===== config.mk =====
export PLATFORM = sky130hd
export DESIGN_NAME = rsf_reset_source_flags
export DESIGN_NICKNAME = d
export VERILOG_FILES = /design/src/rsf_pkg.sv /design/src/rsf_reset_source_flags.sv
export SDC_FILE = /design/constraint.sdc
export NUM_CORES = 1
export LEC_CHECK = 0
export BUFFER_PORTS_ARGS = -buffer_cell sky130_fd_sc_hd__buf_2
export CAP_MARGIN = 20
export CORE_UTILIZATION = 23
export CTS_BUF_LIST = sky130_fd_sc_hd__clkbuf_4 sky130_fd_sc_hd__clkbuf_8
export DETAILED_ROUTE_END_ITERATION = 10
export SYNTH_ARGS = -nofsm -noshare
export SYNTH_HDL_FRONTEND = slang
export SYNTH_SLANG_ARGS = --single-unit

===== constraint.sdc =====
create_clock -name clock_in -period 3.5 [get_ports clock_in]
set_clock_uncertainty 0.15 [all_clocks]
set_input_delay 0.525 -clock clock_in [delete_from_list [all_inputs] [get_ports clock_in]]
set_output_delay 0.525 -clock clock_in [all_outputs]
set_load 0.1 [all_outputs]

===== src/rsf_pkg.sv =====
package rsf_pkg;

  localparam logic [7:0] RSF_SFR_ADDR      = 8'hef;
  localparam logic [7:0] RSF_SFR_PAGE      = 8'h00;

  localparam int         RSF_BIT_FLASH     = 6;
  localparam int         RSF_BIT_COMP      = 5;
  localparam int         RSF_BIT_SW        = 4;
  localparam int         RSF_BIT_WDT       = 3;
  localparam int         RSF_BIT_MCD       = 2;
  localparam int         RSF_BIT_POR       = 1;
  localparam int         RSF_BIT_PIN       = 0;

  localparam logic [7:0] RSF_RDATA_RST     = 8'h00;
  localparam logic       RSF_EN_RST        = 1'b0;

  localparam int         RSF_CLK_PERIOD_PS = 25000;
  // missing clock timeout and internal reset pulse width, in ns
  localparam int         RSF_MCD_TIMEOUT_NS = 500;
  localparam int         RSF_HOLD_NS        = 200;
  localparam int         RSF_MCD_CYC_I  = (RSF_MCD_TIMEOUT_NS * 1000 + RSF_CLK_PERIOD_PS - 1)
                                          / RSF_CLK_PERIOD_PS;
  localparam int         RSF_HOLD_CYC_I = (RSF_HOLD_NS * 1000 + RSF_CLK_PERIOD_PS - 1)
                                          / RSF_CLK_PERIOD_PS;
  localparam logic [7:0] RSF_MCD_CYC    = 8'(RSF_MCD_CYC_I);
  localparam logic [7:0] RSF_HOLD_CYC   = 8'(RSF_HOLD_CYC_I);

  // field order matches register bits 6..0
  typedef struct packed {
    logic flash;
    logic comp;
    logic sw;
    logic wdt;
    logic missing_clock_detector;
    logic por;
    logic pin;
  } rsf_flags_t;

  localparam logic [6:0] RSF_FLAGS_POR = 7'h02;
  localparam logic [6:0] RSF_FLAGS_PIN = 7'h01;

  typedef struct packed {
    logic comp_en;
    logic mcd_en;
    logic vdd_en;
  } rsf_enables_t;

  typedef enum logic [1:0] {
    RSF_ST_RUN  = 2'h0,
    RSF_ST_HOLD = 2'h1,
    RSF_ST_PIN  = 2'h3
  } rsf_state_t;

endpackage


===== src/rsf_reset_source_flags.sv =====
`timescale 1ns/1ps
// Operation
// - cause register sits at special register address 0xef, page 0x00.
// - bit 6 reads 1 after a flash access fault reset; read-only.
// - writing bit 5 enables comparator 0 as reset source, active when output low.
// - bit 5 reads 1 when comparator 0 caused the last reset.
// - writing 1 to bit 4 forces a full system reset at once.
// - bit 4 reads 1 after a software forced reset, else 0.
// - bit 3 reads 1 after a watchdog overflow reset; read-only.
// - writing bit 2 enables missing clock detector, which then resets on timeout.
// - bit 2 reads 1 when missing clock timeout caused the last reset.
// - writing bit 1 enables supply monitor as a reset source.
// - bit 1 reads 1 after power-on or supply monitor reset.
// - bit 0 reads 1 when the external reset pin caused the last reset.
// - missing clock detector is a one-shot retriggered by each clock transition.
// - pin flag is set on exit from an external pin reset.
// - internal resets leave the external reset pin untouched.
// - illegal flash read, write, erase or fetch causes a system reset.
module rsf_reset_source_flags
  import rsf_pkg::*;
(
  input  wire logic       clock_in,
  input  wire logic       reset_in,
  input  wire logic [7:0] sfr_addr_in,
  input  wire logic [7:0] sfr_page_in,
  input  wire logic       sfr_wr_in,
  input  wire logic       sfr_rd_in,
  input  wire logic [7:0] sfr_wdata_in,
  input  wire logic       reset_pin_n_in,
  input  wire logic       vdd_ok_in,
  input  wire logic       comp0_out_in,
  input  wire logic       wdt_overflow_in,
  input  wire logic       flash_fault_in,
  input  wire logic       sysclk_mon_in,
  output logic      [7:0] sfr_rdata_out,
  output logic            sys_reset_out
);

  function automatic logic reg_hit(input logic [7:0] addr, input logic [7:0] page);
    reg_hit = (addr == RSF_SFR_ADDR) && (page == RSF_SFR_PAGE);
  endfunction

  rsf_state_t   state_ff;
  rsf_state_t   nxt_state;
  rsf_flags_t   flags_ff;
  rsf_flags_t   nxt_flags;
  rsf_enables_t en_ff;
  rsf_enables_t nxt_en;
  logic [7:0]   hold_cnt_ff;
  logic [7:0]   nxt_hold_cnt;
  logic [7:0]   mcd_cnt_ff;
  logic [7:0]   nxt_mcd_cnt;
  logic         clk_mon_ff;
  logic [7:0]   rdata_ff;
  logic [7:0]   nxt_rdata;
  logic         sys_reset_ff;

  wire          running   = (state_ff == RSF_ST_RUN);
  // the block is in reset while not running, so bus accesses are ignored then
  wire          wr_hit    = running && sfr_wr_in && reg_hit(sfr_addr_in, sfr_page_in);
  wire          rd_hit    = running && sfr_rd_in && reg_hit(sfr_addr_in, sfr_page_in);
  wire          mon_edge  = clk_mon_ff ^ sysclk_mon_in;
  wire          mcd_fire  = en_ff.mcd_en && (mcd_cnt_ff == RSF_MCD_CYC);

  rsf_flags_t   src;
  // pin is sensed only; no internal cause drives it back
  assign src.pin   = ~reset_pin_n_in;
  assign src.por   = en_ff.vdd_en & ~vdd_ok_in;
  assign src.missing_clock_detector   = mcd_fire;
  assign src.wdt   = wdt_overflow_in;
  assign src.sw    = wr_hit & sfr_wdata_in[RSF_BIT_SW];
  assign src.comp  = en_ff.comp_en & ~comp0_out_in;
  assign src.flash = flash_fault_in;

  // lowest set bit wins, so simultaneous causes still leave exactly one flag
  wire [6:0]    src_v     = src;
  wire [6:0]    cause_oh  = src_v & (~src_v + 7'h01);
  wire          any_src   = |src_v;

  always_comb begin
    nxt_state    = state_ff;
    nxt_flags    = flags_ff;
    nxt_hold_cnt = hold_cnt_ff;
    case (state_ff)
      RSF_ST_RUN: begin
        if (src.pin) begin
          nxt_state = RSF_ST_PIN;
        end else if (any_src) begin
          nxt_state    = RSF_ST_HOLD;
          nxt_flags    = rsf_flags_t'(cause_oh);
          nxt_hold_cnt = RSF_HOLD_CYC - 8'h01;
        end
      end
      RSF_ST_PIN: begin
        if (reset_pin_n_in) begin
          nxt_state    = RSF_ST_HOLD;
          nxt_flags    = rsf_flags_t'(RSF_FLAGS_PIN);
          nxt_hold_cnt = RSF_HOLD_CYC - 8'h01;
        end
      end
      RSF_ST_HOLD: begin
        if (src.pin) begin
          nxt_state = RSF_ST_PIN;
        end else if (hold_cnt_ff == 8'h00) begin
          nxt_state = RSF_ST_RUN;
        end else begin
          nxt_hold_cnt = hold_cnt_ff - 8'h01;
        end
      end
      default: begin
        nxt_state = RSF_ST_HOLD;
      end
    endcase
  end

  // enables are only touched by writes and reset_in, so they survive internal resets
  always_comb begin
    nxt_en = en_ff;
    if (wr_hit) begin
      nxt_en.comp_en = sfr_wdata_in[RSF_BIT_COMP];
      nxt_en.mcd_en  = sfr_wdata_in[RSF_BIT_MCD];
      nxt_en.vdd_en  = sfr_wdata_in[RSF_BIT_POR];
    end
  end

  // one-shot: any transition of the watched clock retriggers it
  assign nxt_mcd_cnt = (!en_ff.mcd_en || !running || mon_edge) ? 8'h00 :
                       (mcd_cnt_ff == RSF_MCD_CYC) ? mcd_cnt_ff : mcd_cnt_ff + 8'h01;

  // enable bits read back as cause flags, bit 7 reads zero
  assign nxt_rdata   = rd_hit ? {1'b0, flags_ff} : RSF_RDATA_RST;

  always_ff @(posedge clock_in) begin
    if (reset_in) begin
      state_ff     <= RSF_ST_HOLD;
      flags_ff     <= rsf_flags_t'(RSF_FLAGS_POR);
      en_ff        <= rsf_enables_t'({3{RSF_EN_RST}});
      hold_cnt_ff  <= RSF_HOLD_CYC - 8'h01;
      mcd_cnt_ff   <= 8'h00;
      clk_mon_ff   <= 1'b0;
      rdata_ff     <= RSF_RDATA_RST;
      sys_reset_ff <= 1'b1;
    end else begin
      state_ff     <= nxt_state;
      flags_ff     <= nxt_flags;
      en_ff        <= nxt_en;
      hold_cnt_ff  <= nxt_hold_cnt;
      mcd_cnt_ff   <= nxt_mcd_cnt;
      clk_mon_ff   <= sysclk_mon_in;
      rdata_ff     <= nxt_rdata;
      sys_reset_ff <= (nxt_state != RSF_ST_RUN);
    end
  end

  assign sfr_rdata_out = rdata_ff;
  assign sys_reset_out = sys_reset_ff;
endmodule


==> results of run 1 <==
-- Yosys cell counts, drive strengths merged, types with 2 or more instances --
master    n
a211oi    2
o2bb2ai   4
o21ai     2
xor2      3
nand2b    5
ha        8
nor2     21
a31oi     2
a22o      2
buf       6
a31o      4
nor3      5
xnor2     5
nand2    10
a221o     2
nand3    12
and4      3
nor2b     7
nand4     3
nand3b    2
and2      7
inv      10
mux2i     4
nor4      3
and4b     2
clkbuf    2
o2111ai   2
dfxtp    37
and3      6
a21oi     7
-- sequential cells by signal, summed over array words and instances (netlist names) --
name	flops
mcd_cnt_ff	8
en_ff	3
state_ff	2
hold_cnt_ff	8
flags_ff	7
clk_mon_ff	1
sfr_rdata_out	7
sys_reset_out	1
-- logic make-up after synthesis --
kind of cell | Yosys count | share of synthesized area [%]
mux | 4 | 2.079
fa+ha+maj | 8 | 5.198
compound gates | 39 | 17.68
simple gates | 90 | 28.46
xor+xnor | 8 | 3.639
buf+inv | 18 | 4.289
flops | 37 | 38.47
other cells | 1 | 0.1947
-- worst paths after layout --
check	slack, ns	endpoint	start
worst max-delay path	1.23	hold_cnt_ff[6]	state_ff[0]
worst min-delay path	0.31	sfr_rdata_out[4]	flags_ff[4]
worst max register to register	1.23	hold_cnt_ff[6]	state_ff[0]
worst min register to register	0.31	sfr_rdata_out[4]	flags_ff[4]
-- layer usage --
| layer | global-route usage, % | up-vias |
|---|---|---|
| li1 | - | 805 |
| met3 | 2.520 | 6 |
| met1 | 11.77 | 734 |
| met5 | 0 | - |
| met2 | 16.97 | 57 |
| met4 | 3.718 | 0 |
-- worst register-to-register path, delay by kind of cell (launching register included) --
kind            cells  cell delay, ns
simple gates        1            0.18
compound gates      4            0.96
flops               1            0.42
buf+inv             1            0.12
fa+ha+maj           1            0.35
-- area by class of cell --
cell class / instances / area (µm²) / area share [%]
Tap cell: 105 / 131.4 / 5.728
Inverter: 10 / 37.54 / 1.637
Multi-Input combinational cell: 150 / 1102 / 48.06
Clock inverter: 2 / 13.76 / 0.6001
Sequential cell: 37 / 740.7 / 32.30
Timing Repair Buffer: 37 / 185.2 / 8.074
Clock buffer: 6 / 82.58 / 3.601
-- through the flow --
step	cell area, µm²	utilization, %	setup slack, ns
final	2293	28.05	1.230
after global routing	2293	28.05	1.095
after CTS	2293	28.05	1.261
after detailed placement	2197	26.87	1.205
after global placement	2197	26.87	1.227
after floorplan	1926	-	1.487
-- report_power, final --
part	internal, µW	total [µW]	switching [µW]
logic	39.9	104	64.2
clock network	160	314	155
registers	428	433	5.25
==> metrics.md, run 1 <==
| Metric | Value |
|---|---|
| Peak supply drop | `between 100 and 150 µV` |
| Cells along the critical path | `inv_1, ha_1, nor2_1, o21a_1, a31o_1, a21oi_2, a221o_1` |
| Max FO, Critical Path | `11` |
| Max transition margin | `roughly two thirds` |
| Nets@finish | `about 280` |
| Number of max-slew violations in the final report | `0` |
| Largest cells by area after synthesis | `sky130_fd_sc_hd__dfxtp_1, sky130_fd_sc_hd__ha_1, sky130_fd_sc_hd__nor2_1` |
| Number of clock buffers inserted by TritonCTS | `5` |
| Number of I/O pins | `43` |
| Fraction of registers with async set/reset | `0%` |
| Sum of net half-perimeters after detailed placement | `3.097 mm` |
| Via count of the first global-routing pass | `between 1k and 1.5k` |
| Post-Route WL | `roughly 4.1 mm` |
| Post-detailed-route via-to-cell ratio | `~4.6` |
| Core footprint | `8175 µm²` |
| Total power density per cell area | `371.3 nW/µm²` |
| Run status | `finished, final reports clean` |
| Tot GR Track Use | `9.883%` |
| Sequential element share of the synthesized area | `about two fifths` |
| Gate count of the mapped netlist | `roughly 200` |
| Width of the chip | `93.50 µm` |
| DR WL met3 | `237 µm` |
| Number of setup violations in the final report | `0` |
| Stages on worst setup path | `7` |
| Post-route non-filler standard cell count | `between 300 and 400` |
| Kind of cell adding the most delay to the critical path | `compound AO/OA/AOI/OAI gates` |
| Maximum root-to-sink buffer count | `2` |
| Clock slew at reported path FFs | `roughly 0.070 ns` |
| Hold violation count in the final report | `0` |
| H-tree depth | `2` |
| Sort of element at the end of the critical path | `register` |
| Die Footprint | `8742 µm²` |
| Net count after synthesis | `roughly 250` |
| Most frequent cells in the layout | `sky130_fd_sc_hd__dfxtp_1, sky130_fd_sc_hd__buf_2, sky130_fd_sc_hd__nor2_1` |
| Drt drc | `0` |
| Diode count | `0` |
| Synthesis Warnings | `0` |
| Hold WC Path Type | `reg -> reg` |
| Global-route congestion overflow total | `0` |
| DRT antenna net count | `0` |
| Total iterations of the first detailed-routing run | `4` |
| Root Buffer Master | `sky130_fd_sc_hd__clkbuf_8` |
| Leakage | `approximately 0.00093 µW` |
| M1 wire length | `about 1.9 mm` |
| Starting density of the core | `between 20% and 30%` |
| Post-synthesis register bit count | `37` |
| Avg WL per Cell | `11.87 µm` |
| Slowest cell on the critical path | `sky130_fd_sc_hd__dfxtp_1` |
| Slew of the pin with the lowest slew margin | `just under 0.5 ns` |
| Top Layer Used | `met4` |
| Floorplan row count | `33` |
| Port bufs | `37` |
| Fraction of layout instances using a drive strength above 1 | `approximately a quarter` |
| Vertical die dimension | `between 90 and 100 µm` |
| Kind of start point of the critical path | `register` |
| Sum Neg Setup Slack | `0 ns` |
| Unrepaired setup endpoints after global routing | `no` |
| Required arrival time at the worst endpoint | `about 3.5 ns` |
| Crit path time final | `roughly 2.3 ns` |
| Initial drt markers | `99` |
| Mean cell area of the mapped netlist | `roughly 9.4 µm²` |
| Post-cts sizing count | `0` |
| Hold-fix buffers at CTS | `0` |
| Fmax achieved | `roughly 440 MHz` |
| # Post-CTS Setup Buffers | `0` |
| Met2 wirelength from detailed routing | `about 2.0 mm` |
| Last weighted congestion value of the routability-driven placer | `0.7734` |
| Number of cells in the design after placement | `approximately 340` |
| Cells on Worst Hold Path | `1` |
| Largest net degree at the start of global routing | `21` |
| Routed vias | `between 1.5k and 2k` |
| Cell type with the largest total area after synthesis | `sky130_fd_sc_hd__dfxtp_1` |
| Count of flip-flops with a built-in enable after synthesis | `0` |
| Tightest hold margin | `0.3089 ns` |
| Slowest cell delay on critical path | `0.42 ns` |
| Number of inserted filler cells in the final layout | `roughly 900` |
| Total clock sinks | `37` |
| Cells on worst reg2reg path | `7` |
| Data arrival time of the critical path | `roughly 2.3 ns` |
| Area of the mapped netlist | `1926 µm²` |
| Count of buffering cells on the critical path with inverters included | `1` |
| Max-cap violations | `0` |
| Area growth from synthesis to layout | `19.10%` |
| Wire length of the first global-routing pass | `just under 7 mm` |
| Number of antenna violations at the first check in global routing | `0` |
| Startpoint-to-endpoint class of the critical path | `reg -> reg` |
| Distinct cells, synth | `58` |
| Most used DFF post-synth | `sky130_fd_sc_hd__dfxtp_1` |
| Worst-Skew Late Latency | `approximately 0.29 ns` |
| Share of the synthesized area in the top cell type | `roughly 38%` |
| Power, Total | `about 850 µW` |
| Final worst-path cycle share | `between 60% and 70%` |
| Clock tree from TritonCTS | `yes` |
Power figures use the tool's default switching activity.
==> run 2, diff against run 1 <==
==> constraint.sdc (replaced) <==
create_clock -name clock_in -period 1.95 [get_ports clock_in]
set_clock_uncertainty 0.15 [all_clocks]
set_input_delay 0.2925 -clock clock_in [delete_from_list [all_inputs] [get_ports clock_in]]
set_output_delay 0.2925 -clock clock_in [all_outputs]
set_load 0.1 [all_outputs]
==> run 2 against run 1 <==
Effect of this change:
- global-route usage grew 0.63 points
- register-to-register slack got worse by 1.2 ns
- first-iteration DRC count fell by 55%
- maximum frequency rose by 18%
- total power is 100% higher
- combinational power up 130%
- setup slack worse by 1.2 ns
- critical path type unchanged
- largest power group unchanged
- highest routed layer unchanged
==> metrics.md, run 2 (synthesized netlist as in run 1, its figures left out) <==
| Metric | Value |
|---|---|
| Vertical die dimension | `slightly above 90 µm` |
| Hold WC Path Type | `in -> reg` |
| Via count of the first global-routing pass | `about 1.7k` |
| Starting density of the core | `23.55%` |
| Worst reg2reg path endpoint | `hold_cnt_ff[7]` |
| Cells on worst reg2reg path | `9` |
| Number of antenna violations at the first check in global routing | `1` |
| Avg WL per Cell | `11.79 µm` |
| Cells along the critical path | `inv_2, ha_4, and4b_1, nand3_2, buf_6, o2111ai_4, buf_6, a31o_1, a2bb2o_4` |
| Count of buffering cells on the critical path with inverters included | `3` |
| Peak supply drop | `between 200 and 300 µV` |
| Die Footprint | `roughly 8700 µm²` |
| Slowest cell delay on critical path | `approximately 0.33 ns` |
| Unrepaired setup endpoints after global routing | `yes` |
| Number of max-slew violations in the final report | `0` |
| Kind of start point of the critical path | `register` |
| Clock tree from TritonCTS | `yes` |
| Final instance area | `about 2600 µm²` |
| Stages on worst setup path | `9` |
| Clock slew at reported path FFs | `about 0.080 ns` |
| Nets@finish | `~320` |
| Final worst-path cycle share | `98.62%` |
| Total clock sinks | `37` |
| Total iterations of the first detailed-routing run | `4` |
| Wire length of the first global-routing pass | `7.217 mm` |
| Port bufs | `37` |
| Top flop regs | `hold_cnt_ff: 8 flops, mcd_cnt_ff: 8 flops` |
| Power, Total | `between 1500 and 2000 µW` |
| Root Buffer Master | `sky130_fd_sc_hd__clkbuf_8` |
| Leakage | `0.001116 µW` |
| Fraction of layout instances using a drive strength above 1 | `between 30% and 40%` |
| Max-cap violations | `0` |
| Register-to-Register Setup Slack | `around 0.027 ns` |
| Sum of net half-perimeters after detailed placement | `between 3 and 4 mm` |
| Core footprint | `~8000 µm²` |
| Worst-Skew Late Latency | `roughly 0.29 ns` |
| Run status | `finished, final reports clean` |
| Area growth from synthesis to layout | `37.43%` |
| Post-detailed-route via-to-cell ratio | `around 4.6` |
| Number of clock buffers inserted by TritonCTS | `5` |
| Post-route non-filler standard cell count | `roughly 380` |
| Reg2reg start | `mcd_cnt_ff[0]` |
| Crit path time final | `1.923 ns` |
| Drt drc | `0` |
| Worst hold path endpoint | `en_ff[0]` |
| Number of setup violations in the final report | `0` |
| Cells on Worst Hold Path | `3` |
| Slowest cell on the critical path | `sky130_fd_sc_hd__dfxtp_2` |
| Most frequent cells in the layout | `sky130_fd_sc_hd__buf_2, sky130_fd_sc_hd__dfxtp_1, sky130_fd_sc_hd__buf_4` |
| Tot GR Track Use | `10.52%` |
| Hold violation count in the final report | `0` |
| Post-Route WL | `~4.5 mm` |
| Initial drt markers | `45` |
| Global-route congestion overflow total | `0` |
| Number of cells in the design after placement | `370` |
| Kind of cell adding the most delay to the critical path | `compound AO/OA/AOI/OAI gates` |
| Startpoint-to-endpoint class of the critical path | `reg -> reg` |
| Number of I/O pins | `43` |
| Fmax achieved | `roughly 520 MHz` |
| Most common cell after layout, fill and taps aside | `sky130_fd_sc_hd__buf_2` |
| Total power density per cell area | `between 600 and 700 nW/µm²` |
| Max FO, Critical Path | `5` |
| Placed instance area | `approximately 2400 µm²` |
| Floorplan row count | `33` |
| Required arrival time at the worst endpoint | `about 2 ns` |
| Largest net degree at the start of global routing | `20` |
| Maximum root-to-sink buffer count | `2` |
| Routed vias | `between 1.5k and 2k` |
| Sort of element at the end of the critical path | `register` |
| Hold_sp | `sfr_wdata_in[1]` |
| Width of the chip | `between 90 and 100 µm` |
| Last weighted congestion value of the routability-driven placer | `~0.8` |
| DRT antenna net count | `0` |
| Top cell by count, worst path | `sky130_fd_sc_hd__buf_6` |
| Data arrival time of the critical path | `a little under 2 ns` |
| H-tree depth | `2` |
| Hold-fix buffers at CTS | `0` |
run 2: how the worst max path moves through the flow:
stage | slack [ns] | end | startpoint
after CTS | 0.006 | hold_cnt_ff[6] | mcd_cnt_ff[0]
after floorplan | 0.02 | hold_cnt_ff[6] | mcd_cnt_ff[0]
after global placement | -0.02 | flags_ff[5] | state_ff[0]
final | 0.03 | hold_cnt_ff[7] | mcd_cnt_ff[0]
after global routing | -0.05 | hold_cnt_ff[2] | mcd_cnt_ff[1]
after detailed placement | -0.04 | hold_cnt_ff[6] | sfr_page_in[1]
run 2: final cells by class:
class / instances / area (µm²)
antenna: 1 / 2.502
clock buffer: 5 / 68.82
clock inverter: 3 / 46.29
fill: 849 / 5529
inverter: 10 / 37.54
multi-input combinational: 150 / 1149
sequential: 37 / 748.2
tap: 105 / 131.4
timing repair buffer: 72 / 462.9
run 2: where the power goes:
part           switching [µW]  internal [µW]
registers                9.87            768
logic                     126            109
clock network             304            383
total                     440           1260
run 2: timing repair:
| action | in CTS | in global routing |
|---|---|---|
| gates resized for setup | 5 | 19 |
| setup buffers | 0 | 4 |
| pin swaps | 1 | 3 |
| endpoints found under the setup margin | 6 | 11 |
run 2: metal layers:
| metal | up-vias | part of all wire (%) | track usage [%] |
|---|---|---|---|
| met1 | 818 | 42 | 11.42 |
| met5 | - | 0 | 0 |
| met4 | 0 | 2.6 | 5.513 |
| li1 | 884 | - | - |
| met3 | 9 | 6.8 | 3.008 |
| met2 | 55 | 48 | 18.44 |
run 2: worst reg2reg max path, cell delays in order, from the launching register on:
cell	delay [ns]
sky130_fd_sc_hd__dfxtp_2	0.33
sky130_fd_sc_hd__inv_2	0.07
sky130_fd_sc_hd__ha_4	0.12
sky130_fd_sc_hd__and4b_1	0.25
sky130_fd_sc_hd__nand3_2	0.15
sky130_fd_sc_hd__buf_6	0.15
sky130_fd_sc_hd__o2111ai_4	0.10
sky130_fd_sc_hd__buf_6	0.15
sky130_fd_sc_hd__a31o_1	0.15
sky130_fd_sc_hd__a2bb2o_4	0.21
run 2: metrics by stage:
step                       TNS, ns  hold slack [ns]  util, %  setup WS [ns]
after floorplan                  0           0.2707        -        0.02329
after global placement    -0.03162           0.2960    29.72       -0.02102
after detailed placement   -0.1308           0.2934    29.72       -0.04371
after CTS                        0          0.07685    31.28       0.006271
after global routing       -0.1049          0.09274    32.34       -0.04797
final                            0          0.07845    32.37        0.02700
